===== src/inc/aisp_defines.vh =====
// Register map, fields, reset values and timing counts
`ifndef AISP_DEFINES_VH
`define AISP_DEFINES_VH

// Register indexes; byte address is four times the index
`define AISP_IDX_CTRL0 9'd0
`define AISP_IDX_CTRL1 9'd1
`define AISP_IDX_CTRL2 9'd2
`define AISP_IDX_STATUS 9'd3
`define AISP_IDX_TRAP_L 9'd263
`define AISP_IDX_TRAP_R 9'd264
`define AISP_IDX_TEST 9'd511

// Reset values: all zero
`define AISP_CTRL_RST 16'h0000
`define AISP_TRAP_RST 10'h000

// Control register 0 fields
`define AISP_C0_FMT_HI 3
`define AISP_C0_FMT_LO 0
// Control register 1 fields
`define AISP_C1_DEEMP_SW 0
`define AISP_C1_AUX_EN 11
// Control register 2 fields
`define AISP_C2_PASS_EN 8
`define AISP_C2_IN_SEL_HI 7
`define AISP_C2_IN_SEL_LO 6
`define AISP_C2_MCK_SEL_HI 5
`define AISP_C2_MCK_SEL_LO 4
`define AISP_C2_RATIO 2
`define AISP_C2_MCKO_HI 1
`define AISP_C2_MCKO_LO 0

// Serial formats
`define AISP_FMT_I2S 4'h0

// Master clock output modes
`define AISP_MCKO_256 2'h1
`define AISP_MCKO_512 2'h2
`define AISP_MCKO_COPY 2'h3

// Test value that routes noise out
`define AISP_TEST_NOISE 16'h0007

// Timing counts
`define AISP_INIT_MCLKS 11'd1024
`define AISP_ZERO_FRAMES 11'd1024
`define AISP_CLK_MHZ 50
`define AISP_RAMP_TIME_US 10000
`define AISP_VOL_MAX 10'h3ff
`define AISP_RAMP_STEPS 1024
`define AISP_STEP_CYCLES ((`AISP_RAMP_TIME_US * `AISP_CLK_MHZ) / `AISP_RAMP_STEPS)

`endif


===== src/hdl/aisp_sync.v =====
// Two flip-flop synchroniser for a bundle of pin inputs
`timescale 1ns/1ps
module aisp_sync #(
  parameter WIDTH = 1
) (
  input wire clk_in,
  input wire nrst_in,
  input wire [WIDTH-1:0] async_in,
  output wire [WIDTH-1:0] sync_out
);
  // First stage feeds only the second stage
  reg [WIDTH-1:0] meta_reg;
  reg [WIDTH-1:0] sync_reg;

  // Both stages clear on reset
  always @(posedge clk_in) begin
    if (!nrst_in) begin
      meta_reg <= {WIDTH{1'b0}};
      sync_reg <= {WIDTH{1'b0}};
    end else begin
      meta_reg <= async_in;
      sync_reg <= meta_reg;
    end
  end

  assign sync_out = sync_reg;
endmodule // aisp_sync


===== src/hdl/aisp_lfsr.v =====
// 24-bit pseudo-random noise shift register
`timescale 1ns/1ps
module aisp_lfsr #(
  parameter WIDTH = 24
) (
  input wire clk_in,
  input wire nrst_in,
  input wire step_in,
  output wire bit_out
);
  // Seed must be nonzero or the sequence locks up
  reg [WIDTH-1:0] state_reg;
  wire fb;

  // Taps 24,23,22,17 give a maximal length sequence
  assign fb = state_reg[23] ^ state_reg[22] ^ state_reg[21] ^ state_reg[16];

  // Advance one bit per step strobe
  always @(posedge clk_in) begin
    if (!nrst_in) begin
      state_reg <= {{(WIDTH-1){1'b0}}, 1'b1};
    end else if (step_in) begin
      state_reg <= {state_reg[WIDTH-2:0], fb};
    end
  end

  assign bit_out = state_reg[WIDTH-1];
endmodule // aisp_lfsr


===== src/hdl/aisp_top.v =====
// Audio input and clock select, pin control, APB registers
// Summary of operation
// Ctrl2 bits 7:6 pick frame/bit clocks
// Selected clocks read per chosen format
// Pass-through pins held low unless enabled
// Ctrl2 bits 5:4 pick master clock
// Ctrl2 bit 2 sets 256/512 ratio
// Master clock output mode, 00 off
// Readback pin undriven outside reads
// Works with stopped control-port clock
// Host frames transactions with latch low
// Transfer length follows address and direction
// Reset clears registers and captured data
// Init done after 1024 master clocks
// Host waits for init before writing
// Master clock zero runs at power-up
// Zero flag after 1024 silent frames
// Test value 7 routes noise out
// Noise at 128 fs, 2^24-1 period
// Program counter trap loads capture words
// Capture output uses input format, clocks
// Pin high inserts de-emphasis filter
// Ctrl1 bit 11 makes pin aux input
// Mute ramps volume over 10 ms
// Same bits pick serial data input
// Ctrl0 bits 3:0 set serial format
// Nonzero data clears flag, restarts count
`timescale 1ns/1ps
`include "aisp_defines.vh"
module aisp_top #(
  parameter PC_W = 10,
  parameter WORD_W = 24
) (
  input wire clk_in,
  input wire nrst_in,
  // APB slave
  input wire psel_in,
  input wire penable_in,
  input wire pwrite_in,
  input wire [11:0] paddr_in,
  input wire [31:0] pwdata_in,
  output wire [31:0] prdata_out,
  output wire pready_out,
  output wire pslverr_out,
  // Serial audio input groups
  input wire [2:0] frame_clock_in,
  input wire [2:0] bit_clock_in,
  input wire [2:0] serial_audio_in,
  input wire [2:0] master_clock_in,
  input wire deemphasis_or_aux_in,
  input wire mute_in,
  // Control-port pins and readback from the port decoder
  input wire control_port_latch_in,
  input wire cport_read_active_in,
  input wire cport_read_bit_in,
  // DSP core taps
  input wire [PC_W-1:0] dsp_pc_in,
  input wire [WORD_W-1:0] dsp_tap_in,
  // Pin outputs
  output wire passthru_frame_clock_out,
  output wire passthru_bit_clock_out,
  output wire passthru_serial_audio_out,
  output wire master_clock_output_out,
  output wire control_port_readback_out,
  output wire control_port_readback_oe_out,
  output wire zero_input_indicator_out,
  output wire capture_serial_output_out,
  output wire aux_serial_data_out,
  output wire deemphasis_active_out,
  output wire init_done_out,
  output wire [9:0] volume_gain_out
);
  localparam integer STEP_INT = `AISP_STEP_CYCLES;
  localparam [9:0] STEP_CYC = STEP_INT[9:0];

  // Registers
  reg [15:0] ctrl0_reg;
  reg [15:0] ctrl1_reg;
  reg [15:0] ctrl2_reg;
  reg [15:0] test_reg;
  reg [PC_W-1:0] trap_l_reg;
  reg [PC_W-1:0] trap_r_reg;
  // APB answer flops
  reg pready_reg;
  reg pslverr_reg;
  reg [31:0] prdata_reg;
  reg [31:0] rd_mux;
  reg rd_hit;
  // Synchronised pins
  wire [14:0] pins_s;
  wire [2:0] s_mclk;
  wire [2:0] s_lr;
  wire [2:0] s_bclk;
  wire [2:0] s_data;
  wire s_aux;
  wire s_mute;
  wire s_latch;
  // Selected group
  reg sel_lr;
  reg sel_bclk;
  reg sel_data;
  reg sel_mclk;
  // Edge history
  reg mclk_d_reg;
  reg lr_d_reg;
  reg bclk_d_reg;
  wire mclk_rise;
  wire lr_rise;
  wire lr_edge;
  wire bclk_rise;
  wire bclk_fall;
  // Control fields
  wire [3:0] fmt;
  wire aux_en;
  wire ratio256;
  wire [1:0] mcko_mode;
  wire [8:0] idx;
  wire apb_done;
  // Init, zero detect, noise, capture, mute state
  reg [10:0] init_cnt_reg;
  reg init_done_reg;
  reg [10:0] zero_cnt_reg;
  reg zero_flag_reg;
  reg frame_nz_reg;
  reg [1:0] nz_div_reg;
  wire noise_bit;
  wire noise_step;
  reg [WORD_W-1:0] cap_l_reg;
  reg [WORD_W-1:0] cap_r_reg;
  reg [WORD_W-1:0] shift_reg;
  reg cap_out_reg;
  reg [9:0] vol_reg;
  reg [9:0] step_cnt_reg;
  reg div2_reg;
  // Output flops
  reg pass_lr_reg;
  reg pass_bclk_reg;
  reg pass_data_reg;
  reg mcko_reg;
  reg rb_reg;
  reg rb_oe_reg;
  reg zero_pin_reg;
  reg aux_reg;
  reg deemp_reg;
  wire in_bit_nz;
  wire left_phase;

  // One synchroniser bank for every pin input
  aisp_sync #(
    .WIDTH(15)
  ) u_sync (
    .clk_in(clk_in),
    .nrst_in(nrst_in),
    .async_in({control_port_latch_in, mute_in, deemphasis_or_aux_in,
      serial_audio_in, bit_clock_in, frame_clock_in, master_clock_in}),
    .sync_out(pins_s)
  );
  assign s_mclk = pins_s[2:0];
  assign s_lr = pins_s[5:3];
  assign s_bclk = pins_s[8:6];
  assign s_data = pins_s[11:9];
  assign s_aux = pins_s[12];
  assign s_mute = pins_s[13];
  assign s_latch = pins_s[14];

  assign fmt = ctrl0_reg[`AISP_C0_FMT_HI:`AISP_C0_FMT_LO];
  assign aux_en = ctrl1_reg[`AISP_C1_AUX_EN];
  assign ratio256 = ctrl2_reg[`AISP_C2_RATIO];
  assign mcko_mode = ctrl2_reg[`AISP_C2_MCKO_HI:`AISP_C2_MCKO_LO];

  // Input group and master clock muxes; code 11 falls back to group zero
  always @* begin
    // frame/bit clock select
    // data input select
    case (ctrl2_reg[`AISP_C2_IN_SEL_HI:`AISP_C2_IN_SEL_LO])
      2'h1: begin
        sel_lr = s_lr[1];
        sel_bclk = s_bclk[1];
        sel_data = s_data[1];
      end
      2'h2: begin
        sel_lr = s_lr[2];
        sel_bclk = s_bclk[2];
        sel_data = s_data[2];
      end
      default: begin
        sel_lr = s_lr[0];
        sel_bclk = s_bclk[0];
        sel_data = s_data[0];
      end
    endcase
    // master clock select
    case (ctrl2_reg[`AISP_C2_MCK_SEL_HI:`AISP_C2_MCK_SEL_LO])
      2'h1: sel_mclk = s_mclk[1];
      2'h2: sel_mclk = s_mclk[2];
      default: sel_mclk = s_mclk[0];
    endcase
  end

  // Edge history of the selected clocks
  always @(posedge clk_in) begin
    if (!nrst_in) begin
      mclk_d_reg <= 1'b0;
      lr_d_reg <= 1'b0;
      bclk_d_reg <= 1'b0;
    end else begin
      mclk_d_reg <= sel_mclk;
      lr_d_reg <= sel_lr;
      bclk_d_reg <= sel_bclk;
    end
  end
  assign mclk_rise = sel_mclk & ~mclk_d_reg;
  assign lr_rise = sel_lr & ~lr_d_reg;
  assign lr_edge = sel_lr ^ lr_d_reg;
  assign bclk_rise = sel_bclk & ~bclk_d_reg;
  assign bclk_fall = ~sel_bclk & bclk_d_reg;

  // APB decode; index sits in address bits 10:2
  assign idx = paddr_in[10:2];
  assign apb_done = psel_in & penable_in & pready_reg;

  // Read mux; unmapped addresses flag an error
  always @* begin
    rd_mux = 32'h00000000;
    rd_hit = ~paddr_in[11];
    case (idx)
      `AISP_IDX_CTRL0: rd_mux = {16'h0000, ctrl0_reg};
      `AISP_IDX_CTRL1: rd_mux = {16'h0000, ctrl1_reg};
      `AISP_IDX_CTRL2: rd_mux = {16'h0000, ctrl2_reg};
      `AISP_IDX_STATUS: rd_mux = {20'h00000, zero_flag_reg, init_done_reg,
        vol_reg};
      `AISP_IDX_TRAP_L: rd_mux = {{(32-PC_W){1'b0}}, trap_l_reg};
      `AISP_IDX_TRAP_R: rd_mux = {{(32-PC_W){1'b0}}, trap_r_reg};
      `AISP_IDX_TEST: rd_mux = {16'h0000, test_reg};
      default: rd_hit = 1'b0;
    endcase
  end

  // One wait state: pready in second access cycle
  always @(posedge clk_in) begin
    if (!nrst_in) begin
      pready_reg <= 1'b0;
      pslverr_reg <= 1'b0;
      prdata_reg <= 32'h00000000;
    end else begin
      pready_reg <= psel_in & penable_in & ~pready_reg;
      pslverr_reg <= psel_in & penable_in & ~pready_reg & ~rd_hit;
      if (psel_in & penable_in & ~pready_reg & ~pwrite_in) begin
        prdata_reg <= rd_hit ? rd_mux : 32'h00000000;
      end
    end
  end

  // Register writes land on the completing edge only
  always @(posedge clk_in) begin
    if (!nrst_in) begin
      // registers clear on reset
      ctrl0_reg <= `AISP_CTRL_RST;
      ctrl1_reg <= `AISP_CTRL_RST;
      ctrl2_reg <= `AISP_CTRL_RST;
      test_reg <= `AISP_CTRL_RST;
      trap_l_reg <= `AISP_TRAP_RST;
      trap_r_reg <= `AISP_TRAP_RST;
    end else if (apb_done & pwrite_in & ~paddr_in[11]) begin
      case (idx)
        `AISP_IDX_CTRL0: ctrl0_reg <= pwdata_in[15:0];
        `AISP_IDX_CTRL1: ctrl1_reg <= pwdata_in[15:0];
        `AISP_IDX_CTRL2: ctrl2_reg <= pwdata_in[15:0];
        `AISP_IDX_TRAP_L: trap_l_reg <= pwdata_in[PC_W-1:0];
        `AISP_IDX_TRAP_R: trap_r_reg <= pwdata_in[PC_W-1:0];
        `AISP_IDX_TEST: test_reg <= pwdata_in[15:0];
        default: ;
      endcase
    end
  end

  // Init counter runs on the selected master clock
  always @(posedge clk_in) begin
    if (!nrst_in) begin
      init_cnt_reg <= 11'h000;
      init_done_reg <= 1'b0;
    end else if (~init_done_reg & mclk_rise) begin
      // done after 1024 master clocks
      if (init_cnt_reg == `AISP_INIT_MCLKS - 11'h001) begin
        init_done_reg <= 1'b1;
      end
      init_cnt_reg <= init_cnt_reg + 11'h001;
    end
  end

  // Any nonzero bit on either serial input in this bit slot
  assign in_bit_nz = sel_data | (aux_en & s_aux);

  // Zero-input detector counts frame clock cycles of silence
  always @(posedge clk_in) begin
    if (!nrst_in) begin
      zero_cnt_reg <= 11'h000;
      zero_flag_reg <= 1'b0;
      frame_nz_reg <= 1'b0;
    end else if (bclk_rise & in_bit_nz) begin
      // nonzero data clears flag
      zero_cnt_reg <= 11'h000;
      zero_flag_reg <= 1'b0;
      frame_nz_reg <= 1'b1;
    end else if (lr_rise) begin
      frame_nz_reg <= 1'b0;
      // flag after 1024 silent frames
      if (frame_nz_reg) begin
        zero_cnt_reg <= 11'h000;
      end else if (zero_cnt_reg == `AISP_ZERO_FRAMES - 11'h001) begin
        zero_flag_reg <= 1'b1;
      end else begin
        zero_cnt_reg <= zero_cnt_reg + 11'h001;
      end
    end
  end

  // noise steps every 4 (512 fs) or 2 (256 fs) master clocks
  assign noise_step = mclk_rise &
    (ratio256 ? nz_div_reg[0] : (nz_div_reg == 2'h3));
  always @(posedge clk_in) begin
    if (!nrst_in) begin
      nz_div_reg <= 2'h0;
    end else if (mclk_rise) begin
      nz_div_reg <= nz_div_reg + 2'h1;
    end
  end

  aisp_lfsr #(
    .WIDTH(24)
  ) u_lfsr (
    .clk_in(clk_in),
    .nrst_in(nrst_in),
    .step_in(noise_step),
    .bit_out(noise_bit)
  );

  // trap compare loads capture words
  always @(posedge clk_in) begin
    if (!nrst_in) begin
      cap_l_reg <= {WORD_W{1'b0}};
      cap_r_reg <= {WORD_W{1'b0}};
    end else begin
      if (dsp_pc_in == trap_l_reg) begin
        cap_l_reg <= dsp_tap_in;
      end
      if (dsp_pc_in == trap_r_reg) begin
        cap_r_reg <= dsp_tap_in;
      end
    end
  end

  // I2S frames left on low, other formats on high
  assign left_phase = (fmt == `AISP_FMT_I2S) ? ~sel_lr : sel_lr;

  // Capture shifter: MSB first, changes on falling bit clock
  always @(posedge clk_in) begin
    if (!nrst_in) begin
      shift_reg <= {WORD_W{1'b0}};
      cap_out_reg <= 1'b0;
    end else if (lr_edge) begin
      // frame start follows input format
      // I2S delays the MSB by one bit
      if (fmt == `AISP_FMT_I2S) begin
        shift_reg <= left_phase ? cap_l_reg : cap_r_reg;
        cap_out_reg <= 1'b0;
      end else begin
        shift_reg <= {(left_phase ? cap_l_reg[WORD_W-2:0] :
          cap_r_reg[WORD_W-2:0]), 1'b0};
        cap_out_reg <= left_phase ? cap_l_reg[WORD_W-1] :
          cap_r_reg[WORD_W-1];
      end
    end else if (bclk_fall) begin
      cap_out_reg <= shift_reg[WORD_W-1];
      shift_reg <= {shift_reg[WORD_W-2:0], 1'b0};
    end
  end

  // mute ramp, one step per STEP_CYC clocks
  always @(posedge clk_in) begin
    if (!nrst_in) begin
      vol_reg <= `AISP_VOL_MAX;
      step_cnt_reg <= 10'h000;
    end else if (step_cnt_reg == STEP_CYC - 10'h001) begin
      step_cnt_reg <= 10'h000;
      if (s_mute & (vol_reg != 10'h000)) begin
        vol_reg <= vol_reg - 10'h001;
      end else if (~s_mute & (vol_reg != `AISP_VOL_MAX)) begin
        vol_reg <= vol_reg + 10'h001;
      end
    end else begin
      step_cnt_reg <= step_cnt_reg + 10'h001;
    end
  end

  // Halved master clock for 256 fs from a 512 fs input
  always @(posedge clk_in) begin
    if (!nrst_in) begin
      div2_reg <= 1'b0;
    end else if (mclk_rise) begin
      div2_reg <= ~div2_reg;
    end
  end

  // Pin output flops
  always @(posedge clk_in) begin
    if (!nrst_in) begin
      pass_lr_reg <= 1'b0;
      pass_bclk_reg <= 1'b0;
      pass_data_reg <= 1'b0;
      mcko_reg <= 1'b0;
      rb_reg <= 1'b0;
      rb_oe_reg <= 1'b0;
      zero_pin_reg <= 1'b0;
      aux_reg <= 1'b0;
      deemp_reg <= 1'b0;
    end else begin
      // pass-through held low unless enabled
      pass_lr_reg <= ctrl2_reg[`AISP_C2_PASS_EN] & sel_lr;
      pass_bclk_reg <= ctrl2_reg[`AISP_C2_PASS_EN] & sel_bclk;
      pass_data_reg <= ctrl2_reg[`AISP_C2_PASS_EN] & sel_data;
      // master clock output mode
      // ratio picks the 256 fs source
      case (mcko_mode)
        `AISP_MCKO_256: mcko_reg <= ratio256 ? sel_mclk : div2_reg;
        `AISP_MCKO_512: mcko_reg <= sel_mclk;
        `AISP_MCKO_COPY: mcko_reg <= sel_mclk;
        default: mcko_reg <= 1'b0;
      endcase
      // drive only during an active read
      // latch level only, no control clock edges
      // read length comes from the port decoder
      rb_oe_reg <= cport_read_active_in & ~s_latch;
      rb_reg <= cport_read_active_in & ~s_latch & cport_read_bit_in;
      // test value 7 selects noise
      zero_pin_reg <= (test_reg == `AISP_TEST_NOISE) ? noise_bit :
        zero_flag_reg;
      // aux mode routes pin to serial data
      aux_reg <= aux_en & s_aux;
      // pin high inserts de-emphasis
      deemp_reg <= aux_en ? ctrl1_reg[`AISP_C1_DEEMP_SW] : s_aux;
    end
  end

  assign prdata_out = prdata_reg;
  assign pready_out = pready_reg;
  assign pslverr_out = pslverr_reg;
  assign passthru_frame_clock_out = pass_lr_reg;
  assign passthru_bit_clock_out = pass_bclk_reg;
  assign passthru_serial_audio_out = pass_data_reg;
  assign master_clock_output_out = mcko_reg;
  assign control_port_readback_out = rb_reg;
  assign control_port_readback_oe_out = rb_oe_reg;
  assign zero_input_indicator_out = zero_pin_reg;
  assign capture_serial_output_out = cap_out_reg;
  assign aux_serial_data_out = aux_reg;
  assign deemphasis_active_out = deemp_reg;
  assign init_done_out = init_done_reg;
  assign volume_gain_out = vol_reg;
endmodule // aisp_top


===== config.mk =====
export PLATFORM = sky130hd
export DESIGN_NAME = aisp_top
export DESIGN_NICKNAME = d
export VERILOG_FILES = /design/src/hdl/aisp_sync.v /design/src/hdl/aisp_lfsr.v /design/src/hdl/aisp_top.v
export VERILOG_INCLUDE_DIRS = /design/src /design/src/inc
export SDC_FILE = /design/constraint.sdc
export NUM_CORES = 1
export LEC_CHECK = 0
export BUFFER_PORTS_ARGS = -buffer_cell sky130_fd_sc_hd__buf_2
export CORE_MARGIN = 2
export CORE_UTILIZATION = 53
export DETAILED_ROUTE_END_ITERATION = 12
export PLACE_DENSITY = 0.81
export RECOVER_POWER = 50
export SYNTH_ARGS = -nofsm -noshare
export SYNTH_HDL_FRONTEND = slang
export SYNTH_SLANG_ARGS = --single-unit

===== constraint.sdc =====
create_clock -name clk_in -period 2.62 [get_ports clk_in]
set_clock_uncertainty 0.05 [all_clocks]
set_input_delay 0 -clock clk_in [delete_from_list [all_inputs] [get_ports clk_in]]
set_output_delay 0 -clock clk_in [all_outputs]
set_load 0.02 [all_outputs]

==> impl_metrics.py <==
metrics = {
    "drt": {
        "dr_total_vias": 11101,
        "route.detailed.drc": 0,
        "vias_per_cell": 5.80,
        "routedWlPerCell_um": 17.6,
        "dr.pass1.iters": 9,
        "ant_nets": 0,
        "wirelength_mm": 33.6,
        "dr.first_iter.drc_count": 1116,
    },
    "cells_and_area": {
        "antenna_cells": 0,
        "drive_gt1_share_pct": 16.0,
        "layoutNonFillerInstCount": 1913,
        "post-route-util_pct": 65.1,
        "syn_to_final_growth_pct": 20.8,
        "layout.nets": 1690,
    },
    "yosys": {
        "ys.flop_type": "dfxtp_1",
        "yosysWarningCount": 0,
        "synthCells": 1385,
        "synth_cell_types": 68,
        "synth.most_common_cell": "dfxtp_1",
        "synthTopCellsByCount": "289 x dfxtp_1, 215 x nand2_1, 137 x nor2_1",
        "synth.area.top_cells": "dfxtp_1 46%, mux2i_1 7.5%, nand2_1 6.4%, a21oi_1 4.2%, mux4_2 4.1%",
        "synth_top_cell_area_share_pct": 45.7,
        "synth_edf_count": 0,
        "synthArstFlopShare_pct": 0,
        "syn-cell-area_mm2": 0.0127,
        "yosysTopAreaCell": "dfxtp_1",
        "yosysSeqAreaShare_pct": 45.7,
        "yosys_register_bits": 289,
        "avgSynthCellArea_um2": 9.14,
    },
    "sta": {
        "holdWs_ns": 0.0654,
        "finalCriticalPeriod_ns": 2.65,
        "fin_crit_sh_pct": 101,
        "worst_pin_slew_ns": 1.65,
        "setup_tns_ns": -0.0267,
        "fin_ws_ns": -0.0267,
        "finalHoldViolCount": 0,
        "fmax_mhz": 378,
        "setup_violations": 1,
        "rsz0062_at_grt": "true",
        "slew_viol_final": 81,
        "slew_headroom_pct": -10.1,
    },
    "power": {
        "ir_drop_mv": 0.518,
        "p_clk_share_pct": 44.4,
        "sw_frac_of_total_pct": 23.1,
        "power_leakage_uw": 0.00593,
        "p_per_area_mw_per_mm2": 589,
        "comb_power_share_pct": 6.2,
        "power.total_uw": 9000,
        "p_seq_share_pct": 49.5,
        "p_switching_uw": 2080,
        "p_int_uw": 6920,
    },
    "clock_network": {
        "clockBufferDepth": 3,
        "cts_tree": "built",
        "cts_buffers": 29,
        "clock_latency_ns": 0.55,
        "h-tree-depth": 1,
        "clkTransAtPathRegs_ns": 0.06,
        "cts_sinks": 289,
        "clockRootBuffer": "clkbuf_16",
    },
    "run_status": {
        "status": "finished with violations",
        "failed_checks": "capacitance limit, slew limit, setup timing",
    },
    "critical_path": {
        "critPathCaptureType": "flop",
        "worstRegToRegCells": 8,
        "critPathTopFamily": "compound AO/OA/AOI/OAI gates",
        "critPathBufInv": 0,
        "critPathLaunch": "volume_gain_out[5]$_SDFFE_PN1P_",
        "r2r-start": "volume_gain_out[5]$_SDFFE_PN1P_",
        "start_kind": "flop",
        "crit_path_top_delay_cell": "nor4_4",
        "required_ns": 3.00,
        "critical_path_arrival_ns": 3.03,
        "crit_type": "flop to flop",
        "path_cells": "nor4_4 > a31oi_4 > ha_4 > a211oi_4 > o211ai_1 > a41oi_2 > mux2i_1 > mux2_2",
        "slowest_delay_ns": 0.35,
        "cp_max_fo": 6,
        "cp_num_cells": 8,
    },
    "floorplan": {
        "fp-row-count": 56,
        "core_mm2": 0.0235,
        "die_area_mm2": 0.0251,
        "num_io_pins": 155,
        "die_w_um": 159,
        "start_util_pct": 53.9,
        "die_h_um": 159,
    },
    "placed_design": {
        "gp_congestion": 0.955,
        "dp_hpwl_mm": 21.9,
        "dp_cells": 1796,
        "numPortBuffers": 120,
    },
    "global_route": {
        "grt_pass1_vias": 10655,
        "grt_util_all_layers_pct": 26.5,
        "grt_pass1_wl_mm": 53.4,
        "grt_max_degree": 81,
        "antenna_found_initial": 0,
        "overflow": 0,
    },
    "min_path": {
        "hold_start": "paddr_in[8]",
        "hold_class": "input pin to flop",
        "hold_path_depth": 5,
    },
    "run": {
        "maxCapViolCount": 1,
    },
}
## final timing paths
| path | to | slack, ns |
|---|---|---|
| setup reg to reg | volume_gain_out[9]$_SDFFE_PN1P_ | -0.03 |
| setup / recovery | volume_gain_out[9]$_SDFFE_PN1P_ | -0.03 |
| hold / removal | pslverr_out$_SDFF_PN0_ | 0.07 |
| hold reg to reg | control_port_readback_oe_out$_SDFF_PN0_ | 0.36 |
## cells by family after synthesis
logic type | count (synthesis) | synth area share [%]
DFF | 289 | 45.7
muxes | 122 | 12.0
adders and majority gates | 18 | 1.84
xor gates and xnor gates | 48 | 3.32
other | 1 | 0.0296
buffers and inverters | 118 | 4.57
AOI/OAI and AO/OA | 253 | 12.9
and+or+nand+nor | 536 | 19.7
## metal layers
metal  share of wire [%]  up-vias  GRT usage [%]
met5                   0        -              0
met4                 3.7        0           10.6
met3                 7.7      104           4.84
met2                  48      483           44.7
met1                  41     5318           33.5
li1                    -     5196              -
## cells in the final DEF (no fill, tap or decap), types with 42 or more instances in the layout
| master | Yosys | routed |
|---|---|---|
| a21oi_1 | 105 | 109 |
| buf_2 | 26 | 85 |
| buf_4 | 17 | 43 |
| clkbuf_1 | 55 | 52 |
| dfxtp_1 | 289 | 286 |
| dlygate4sd3_1 | 0 | 63 |
| mux2i_1 | 95 | 95 |
| nand2_1 | 215 | 215 |
| nand3_1 | 42 | 42 |
| nor2_1 | 137 | 135 |
## power groups by stage
stage,clock (µW),combinational (µW),sequential [µW]
2_1_floorplan,0,289,4540
3_3_place_gp,0,452,4540
3_5_place_dp,0,459,4550
4_1_cts,4030,540,4450
5_1_grt,4220,596,4450
6_report,3990,557,4450
## what timing repair did
action,CTS,global route
resized for setup,6,16
setup endpoints to repair,2,29
setup buffers,0,2
hold buffers,63,0
hold endpoints to repair,174,0
pin swaps,5,13
cloned,0,0
## final cells by class
cell class              count  area (µm²)
clock buffers              45         866
clock inverters             8        48.8
fillers                  1863        8190
inverters                  16        65.1
multi-input cells         993        6510
flip-flops and latches    289        5790
well taps                 319         399
repair buffers            243        1610
## through the flow
step,area (µm²),worst slack [ns]
after floorplan,12800,-0.0549
after CTS,15300,0.00433
final,15300,-0.0267
after global routing,15300,-0.116
after global placement,13800,0.0132
after detailed placement,13800,-0.148
## worst reg2reg max path, cell delays in order, from the launching register on
cell and delay, ns:
dfxtp_2 0.33, nor4_4 0.35, a31oi_4 0.24, ha_4 0.29, a211oi_4 0.26, o211ai_1 0.18, a41oi_2 0.24, mux2i_1 0.25
mux2_2 0.35
Note: power is estimated with default switching activity, not from simulation.
